===== src/eec_pkg.sv =====
package eec_pkg;
   // =====================================================================
   // timing
   // =====================================================================
   localparam int unsigned CLK_HZ        = 125_000_000;
   localparam int unsigned TICK_MS       = 10;
   localparam int unsigned TICK_CYCLES   = (CLK_HZ / 1000) * TICK_MS;
   localparam int unsigned TICK_W        = 21;
   // =====================================================================
   // window limits and widths
   // =====================================================================
   localparam int unsigned WIN_W         = 17;
   localparam logic [16:0] WIN_MAX       = 17'h0FFFF;
   localparam logic [16:0] WIN_MIN       = 17'h00001;
   localparam int unsigned CNT_W         = 32;
   // =====================================================================
   // input line selection
   // =====================================================================
   localparam int unsigned IO_W          = 16;
   localparam logic [3:0]  LINE_BASE     = 4'hD;
   localparam logic [3:0]  LINE_ENH      = 4'h4;

   typedef enum logic [3:0] {
      EEC_IDLE  = 4'b0001,
      EEC_GATE  = 4'b0010,
      EEC_DONE  = 4'b0100,
      EEC_BACK  = 4'b1000
   } eec_state_e;
endpackage


===== src/eec_counter.sv =====
`timescale 1ns/1ns
// Notes on behaviour
// - gated mode counts rising edges over 1..65535 ticks of 10 ms, then reports
// - background mode adds one to a running count on every rising edge
// - background starts on start request, stops on request without arguments
// - window above 65535 or below 1 is refused with an error flag
// - enhanced implementation counts edges above 100 kHz correctly
// - input is I/O line 13 on base, line 4 on enhanced
module eec_counter
   import eec_pkg::*;
#(
   parameter int unsigned TICK_CNT = TICK_CYCLES,
   parameter bit          ENHANCED = 1'b1
) (
   // clock and reset
   input  wire logic              sys_clk,
   input  wire logic              rst,
   // general I/O lines
   input  wire logic [IO_W-1:0]   io_in,
   // gated measurement request
   input  wire logic              gate_start,
   input  wire logic signed [WIN_W-1:0] gate_win,
   output logic                   gate_busy,
   output logic                   gate_done,
   output logic                   gate_err,
   output logic [CNT_W-1:0]       gate_count_q,
   // background counting
   input  wire logic              bg_start,
   input  wire logic              bg_stop,
   output logic                   bg_active,
   output logic [CNT_W-1:0]       bg_count_q
);
   // =====================================================================
   // input select and synchroniser
   // =====================================================================
   localparam logic [3:0] LINE_SEL = ENHANCED ? LINE_ENH : LINE_BASE;
   logic       sync1_q, sync2_q, prev_q;
   logic       rise;
   eec_state_e state_q;
   logic [TICK_W-1:0]   tick_q;
   logic [WIN_W-1:0]    win_q;
   logic [CNT_W-1:0]    acc_q;
   logic                tick_en;
   logic                win_ok;

   always_ff @(posedge sys_clk or posedge rst) begin
      if (rst) begin
         sync1_q <= 1'b0;
         sync2_q <= 1'b0;
         prev_q  <= 1'b0;
      end else begin
         sync1_q <= io_in[LINE_SEL];
         sync2_q <= sync1_q;
         prev_q  <= sync2_q;
      end
   end
   // at most one edge per two cycles is seen, so any rate well below half the clock counts
   assign rise = sync2_q & ~prev_q;

   // =====================================================================
   // request checking
   // =====================================================================
   assign win_ok = (gate_win >= $signed(WIN_MIN)) && (gate_win <= $signed(WIN_MAX));

   // =====================================================================
   // control state machine
   // =====================================================================
   always_ff @(posedge sys_clk or posedge rst) begin
      if (rst) begin
         state_q <= EEC_IDLE;
      end else begin
         case (state_q)
            EEC_IDLE: begin
               if (bg_start) begin
                  state_q <= EEC_BACK;
               end else if (gate_start && win_ok) begin
                  state_q <= EEC_GATE;
               end
            end
            EEC_GATE: begin
               if (tick_en && win_q == WIN_MIN) begin
                  state_q <= EEC_DONE;
               end
            end
            EEC_DONE: begin
               state_q <= EEC_IDLE;
            end
            EEC_BACK: begin
               if (bg_stop) begin
                  state_q <= EEC_IDLE;
               end
            end
            default: begin
               state_q <= EEC_IDLE;
            end
         endcase
      end
   end

   assign gate_busy = (state_q == EEC_GATE);
   assign bg_active = (state_q == EEC_BACK);

   // =====================================================================
   // 10 ms tick divider and window count
   // =====================================================================
   assign tick_en = gate_busy && (tick_q == TICK_W'(TICK_CNT - 1));

   always_ff @(posedge sys_clk or posedge rst) begin
      if (rst) begin
         tick_q <= '0;
         win_q  <= '0;
      end else if (state_q == EEC_IDLE && gate_start && win_ok && !bg_start) begin
         tick_q <= '0;
         win_q  <= gate_win;
      end else if (gate_busy) begin
         tick_q <= tick_en ? '0 : tick_q + 1'b1;
         if (tick_en) begin
            win_q <= win_q - 1'b1;
         end
      end
   end

   // =====================================================================
   // gated accumulator and result
   // =====================================================================
   always_ff @(posedge sys_clk or posedge rst) begin
      if (rst) begin
         acc_q <= '0;
      end else if (state_q == EEC_IDLE && gate_start) begin
         acc_q <= '0;
      end else if (gate_busy && rise) begin
         acc_q <= acc_q + 1'b1;
      end
   end

   always_ff @(posedge sys_clk or posedge rst) begin
      if (rst) begin
         gate_count_q <= '0;
         gate_done    <= 1'b0;
         gate_err     <= 1'b0;
      end else begin
         gate_done <= 1'b0;
         if (state_q == EEC_DONE) begin
            gate_count_q <= acc_q;
            gate_done    <= 1'b1;
         end
         if (state_q == EEC_IDLE && gate_start && !bg_start) begin
            gate_err <= !win_ok;
         end else if (gate_start && state_q == EEC_BACK) begin
            gate_err <= 1'b1;
         end
      end
   end

   // =====================================================================
   // background counter
   // =====================================================================
   always_ff @(posedge sys_clk or posedge rst) begin
      if (rst) begin
         bg_count_q <= '0;
      end else if (state_q == EEC_IDLE && bg_start) begin
         bg_count_q <= '0;
      end else if (bg_active && rise) begin
         bg_count_q <= bg_count_q + 1'b1;
      end
   end
endmodule // eec_counter


===== config.mk =====
export PLATFORM = sky130hd
export DESIGN_NAME = eec_counter
export DESIGN_NICKNAME = d
export VERILOG_FILES = /design/src/eec_pkg.sv /design/src/eec_counter.sv
export SDC_FILE = /design/constraint.sdc
export NUM_CORES = 1
export LEC_CHECK = 0
export BUFFER_PORTS_ARGS = -buffer_cell sky130_fd_sc_hd__buf_2
export CORE_UTILIZATION = 30
export DETAILED_ROUTE_END_ITERATION = 8
export PLACE_DENSITY = 0.49
export SYNTH_ARGS = -nofsm -noshare
export SYNTH_HDL_FRONTEND = slang
export SYNTH_SLANG_ARGS = --single-unit
export TNS_END_PERCENT = 1

===== constraint.sdc =====
create_clock -name sys_clk -period 4.5 [get_ports sys_clk]
set_input_delay 0.45 -clock sys_clk [delete_from_list [all_inputs] [get_ports sys_clk]]
set_output_delay 0.45 -clock sys_clk [all_outputs]
set_load 0.02 [all_outputs]

# Yosys cells after proc, flatten, opt, wreduce, memory -nomap -nowiden
# Cells that the tools add are included.
# word_totals
regBits	143
wordCells	67
memories	0
latchBits	0
mem_bits_rw	0
mem_bits_ro	0
# classes
n_div	0
bitwise	2
mul	0
n_reduce_logical	21
muxes	18
order_cmp	2
n_shift	0
n_eq_ne	9
n_addsub	4
# op_table
cell	count
$mux 32	4
$add 32x1->32 const B	2
$mux 21	3
$mux 17	3
$add 21x1->21 const B	1
$eq 21x21->1 const B	1
$eq 17x1->1 const B	1
$ge 17x2->1 const B	1
$le 17x17->1 const B	1
$sub 17x1->17 const B	1
$mux 4	4
$logic_and 1x1->1	12
$pmux 4 s3	1
$reduce_bool 2->1	5
$eq 4x1->1 const B	1
$eq 4x2->1 const B	1
$eq 4x3->1 const B	1
$eq 4x4->1 const B	1
$mux 1	3
$ne 3x3->1 const B	1
$reduce_and 3->1	1
$logic_not 1->1	2
$ne 2x1->1 const B	1
$ne 2x2->1 const B	1
3 further kinds	3

# Longest topological paths before layout
# depth
ltp_word	6
mapped_depth	10
depth_no_buf	8

# Least setup slack after synthesis
# OpenSTA, ideal clock, no wires.
# synth_timing
path_kind	input -> register
from	input gate_win[0]
to	register tick_q[16]
path_buffers	1
slack_ns	2.111
arrival_ns	2.311
setup_time_ns	0.078
path_stages	9
cell_sequence	nand4_1 nor4_1 ha_1 nor2_1 nor4b_4 a21oi_2 clkbuf_1 or3_1 a21oi_1
# synth_via
elab_chain_len	5
# synth_lines
element	line	text
start, declared	eec_counter.sv:22	input wire logic signed [WIN_W-1:0] gate_win,
$ge 17x2->1 or $le 17x17->1 (tied branches)	eec_counter.sv:63	assign win_ok = (gate_win >= $signed(WIN_MIN)) && (gate_win <= $signed(WIN_MAX));
$logic_and 1x1->1 (*)	eec_counter.sv:63	
$logic_and 1x1->1 (*) (2 in series)	eec_counter.sv:112	end else if (state_q == EEC_IDLE && gate_start && win_ok && !bg_start) begin
$mux 21 or $reduce_bool 2->1 (tied branches)	-	
end signal, assigned	eec_counter.sv:116	tick_q <= tick_en ? '0 : tick_q + 1'b1;
end, declared	eec_counter.sv:40	logic [TICK_W-1:0] tick_q;
# Mark *: on every way between the ends. The rest lies on a longest branch, timed or not.
# A chain may end at the register's enable or synchronous reset.

# Worst setup path after layout
# layout_timing
from	register state_q[3]
to	register win_q[16]
# layout_via
elab_chain_len	6
# layout_lines
element	line	text
start, declared	eec_counter.sv:39	eec_state_e state_q;
start signal, assigned	eec_counter.sv:70	state_q <= EEC_IDLE;
start signal, assigned	eec_counter.sv:75	state_q <= EEC_BACK;
start signal, assigned	eec_counter.sv:77	state_q <= EEC_GATE;
$eq 4x1->1	eec_counter.sv:112	
$logic_and 1x1->1 (3 in series)	eec_counter.sv:112	
$reduce_bool 2->1 (no line)	-	
$reduce_and 2->1 (no line)	-	
end signal, assigned	eec_counter.sv:114	win_q <= gate_win;
end signal, assigned	eec_counter.sv:118	win_q <= win_q - 1'b1;
end, declared	eec_counter.sv:41	logic [WIN_W-1:0] win_q;
# Several ways; a longest one is shown, not always the timed one.

==> run metrics <==
Final ANT Viol Nets=0; Clock Tree Buf Depth=2; Comb pwr share=0.135; DR DRC count=0; IO Pins=106; Resized cells post-CTS=0; # H-tree levels=4; worst-skew pair later-pin latency=0.42 ns; FMAX=0.330 GHz; Syn. warnings=0; peak supply drop=0.267 mV; n_diodes=0; Crit Path Max Fanout=24; area leader, netlist=dfrtp_1; antenna violations before repair=0; TritonRoute pass-1 iters=8; fraction of registers with async set or reset after synthesis=1.00; TritonCTS clock tree=built; Switching Power=950 µW; Global Route Usage Sum=0.146; Slowest cell on crit path=or4b_1; Worst Setup End Kind=flop; GRT Residual Overflow=0; Post-synth EDFFs=0; unrepaired setup endpoints after global routing=no; min-delay worst type=in -> async; final hold violations=0; top cell type's share of synthesized area=0.504; row count=55; vias post-DR=5499; Internal Pwr Total=2440 µW; Root Buffer=clkbuf_16; post-synthesis cell count=683; vias in the first global route=5317; Initial Utilization=0.309; Max-Cap Viols=0; register area share after synthesis=0.508; Final min period=3.03 ns; sequential share of power=0.454; Syn Nets=727; critical path class=reg -> reg; Synth-to-Final Area Change=20.0%; Main synth FF type=dfrtp_1; CTS Buf Count=17; Setup Viol. Count Final=0; Die Ht=155 µm; Critical Path Source Type=flop; global-route wire length before repair=28100 µm; DP Area=0.00788 mm²; worst endpoint data arrival time=3.37 ns; WHS=0.172 ns; initial DRC count=301; Fillers=2317; Worst EP required=4.84 ns; Die Span X=155 µm; Detailed Place HPWL=11100 µm; status=finished clean; fraction of layout cells with a size suffix above 1=0.241; Leak=0.00392 µW; drt wl/cell=15.0 µm; worst clock skew=0.00723 ns; DR vias/cell=4.99; Max Slew Vio Count=0; Synth Register Bits=143; syn_area_per_cell=10.3 µm²; hold buffer count at CTS=0; Post-Route Setup TNS=0 ns; Power Density=401 mW/mm²; max incr delay on CP=0.75 ns; Netlist Area Pre-Place=0.00705 mm²; Area contributors post-synth=dfrtp_1 (50%), mux2_2 (5.6%), xor2_1 (4.7%); Worst Max-Slew Pin Slew=0.999 ns; CTS clk-pin slew, worst paths=0.06 ns; Net Sw Frac=0.280; CORE AREA=0.0228 mm²; CTS sink cnt=143; nets=821; setup bufs post-CTS=0; largest net degree at the start of global routing=81; DIE AREA=0.0241 mm²; Tcrit/Tclk final=0.673; routability cong.=0.747; Final Instance Area=0.00846 mm²; crit-path cells=or4b_1 > nor4_1 > nand2_1 > or4_1 > a21oi_1; Clk pwr share=0.411; Slew Limit Headroom=0.334; synth unique cells=62; buffers added on ports=90; final wirelength=16500 µm
==> power groups by stage <==
stage,Clock [µW],Sequential [µW],Combinational (µW)
2_1_floorplan,0,1540,331
3_3_place_gp,0,1560,464
3_5_place_dp,0,1560,469
4_1_cts,1440,1540,470
5_1_grt,1480,1560,523
6_report,1390,1540,460
==> synth_stat cells (12+ instances only) <==
cell	count
dfrtp_1	142
nor2_1	70
nand2_1	52
nand4_1	41
nand3_1	38
xor2_1	38
mux2_2	35
a21oi_1	25
o21ai_0	20
or3_1	18
clkbuf_1	15
and3_1	14
and4_1	13
inv_1	12
==> state kept, by name, summed over array words and instances (netlist names) <==
register,flops
gate_count_q,32
win_q,17
sync1_q,1
sync2_q,1
gate_err,1
tick_q,21
state_q,4
prev_q,1
acc_q,32
gate_done,1
bg_count_q,32
==> routing by layer <==
metal | global-route usage | wire [µm] | vias up
met2 | 0.223 | 7370 | 91
met3 | 0.0370 | 601 | 9
met1 | 0.206 | 8430 | 2697
met5 | 0 | 0 | -
li1 | - | - | 2702
met4 | 0.0350 | 117 | 0
==> placed cells by master (no fill, tap or decap), types with 11 or more instances in the layout <==
cell type / instances
xnor2_1: 11
nor2_1: 70
o31ai_1: 11
buf_2: 90
a21oi_1: 25
and2_1: 11
nand3_1: 38
and3_1: 14
or3_1: 18
inv_1: 11
dfrtp_1: 142
nand2_1: 52
and4_1: 13
nand4_1: 41
nor3_1: 11
clkbuf_16: 17
o21ai_0: 20
xor2_1: 38
mux2_2: 35
==> per-stage QoR <==
step | setup slack (ns) | utilization | power, µW | std cells
2_1_floorplan | 0.214 | - | 1870 | 683
3_3_place_gp | 1.12 | 0.345 | 2020 | 1071
3_5_place_dp | 1.11 | 0.345 | 2030 | 1071
4_1_cts | 1.45 | 0.370 | 3450 | 1102
5_1_grt | 1.24 | 0.370 | 3570 | 1102
6_report | 1.47 | 0.370 | 3390 | 1102
==> final timing paths <==
check | start | to | slack [ns] | cells after the start
max in group asynchronous | rst | acc_q[28] | 3.40 | 3
min in group sys_clk | io_in[4] | sync1_q | 0.19 | 1
setup reg to reg | state_q[3] | win_q[16] | 1.47 | 5
hold / removal | rst | gate_count_q[10] | 0.17 | 2
hold reg to reg | sync1_q | sync2_q | 0.37 | 0
setup / recovery | state_q[3] | win_q[16] | 1.47 | 5
==> critical path: cells and delay by family (launching register included) <==
family | cells | cell delay (ns)
flops | 1 | 0.43
compound gates | 1 | 0.15
simple gates | 4 | 2.36
==> cells by family (layout without fill, tap and decap cells) <==
family          Yosys count  count (layout)  share of synthesized area
xor+xnor                 49              49                     0.0609
flops                   143             143                      0.508
compound gates           89              89                     0.0836
fa+ha+maj                 6               6                     0.0106
mux                      43              43                     0.0672
buf+inv                  38             144                     0.0224
simple gates            315             315                      0.248
==> final cells by class <==
class	instances	area [µm²]	area share
flip-flops and latches	143	3580	0.423
multi-input cells	502	3330	0.393
repair buffers	100	526	0.0621
clock buffers	21	470	0.0556
well taps	313	392	0.0463
clock inverters	10	111	0.0132
inverters	13	53.8	0.00636
Power figures use the tool's default switching activity.
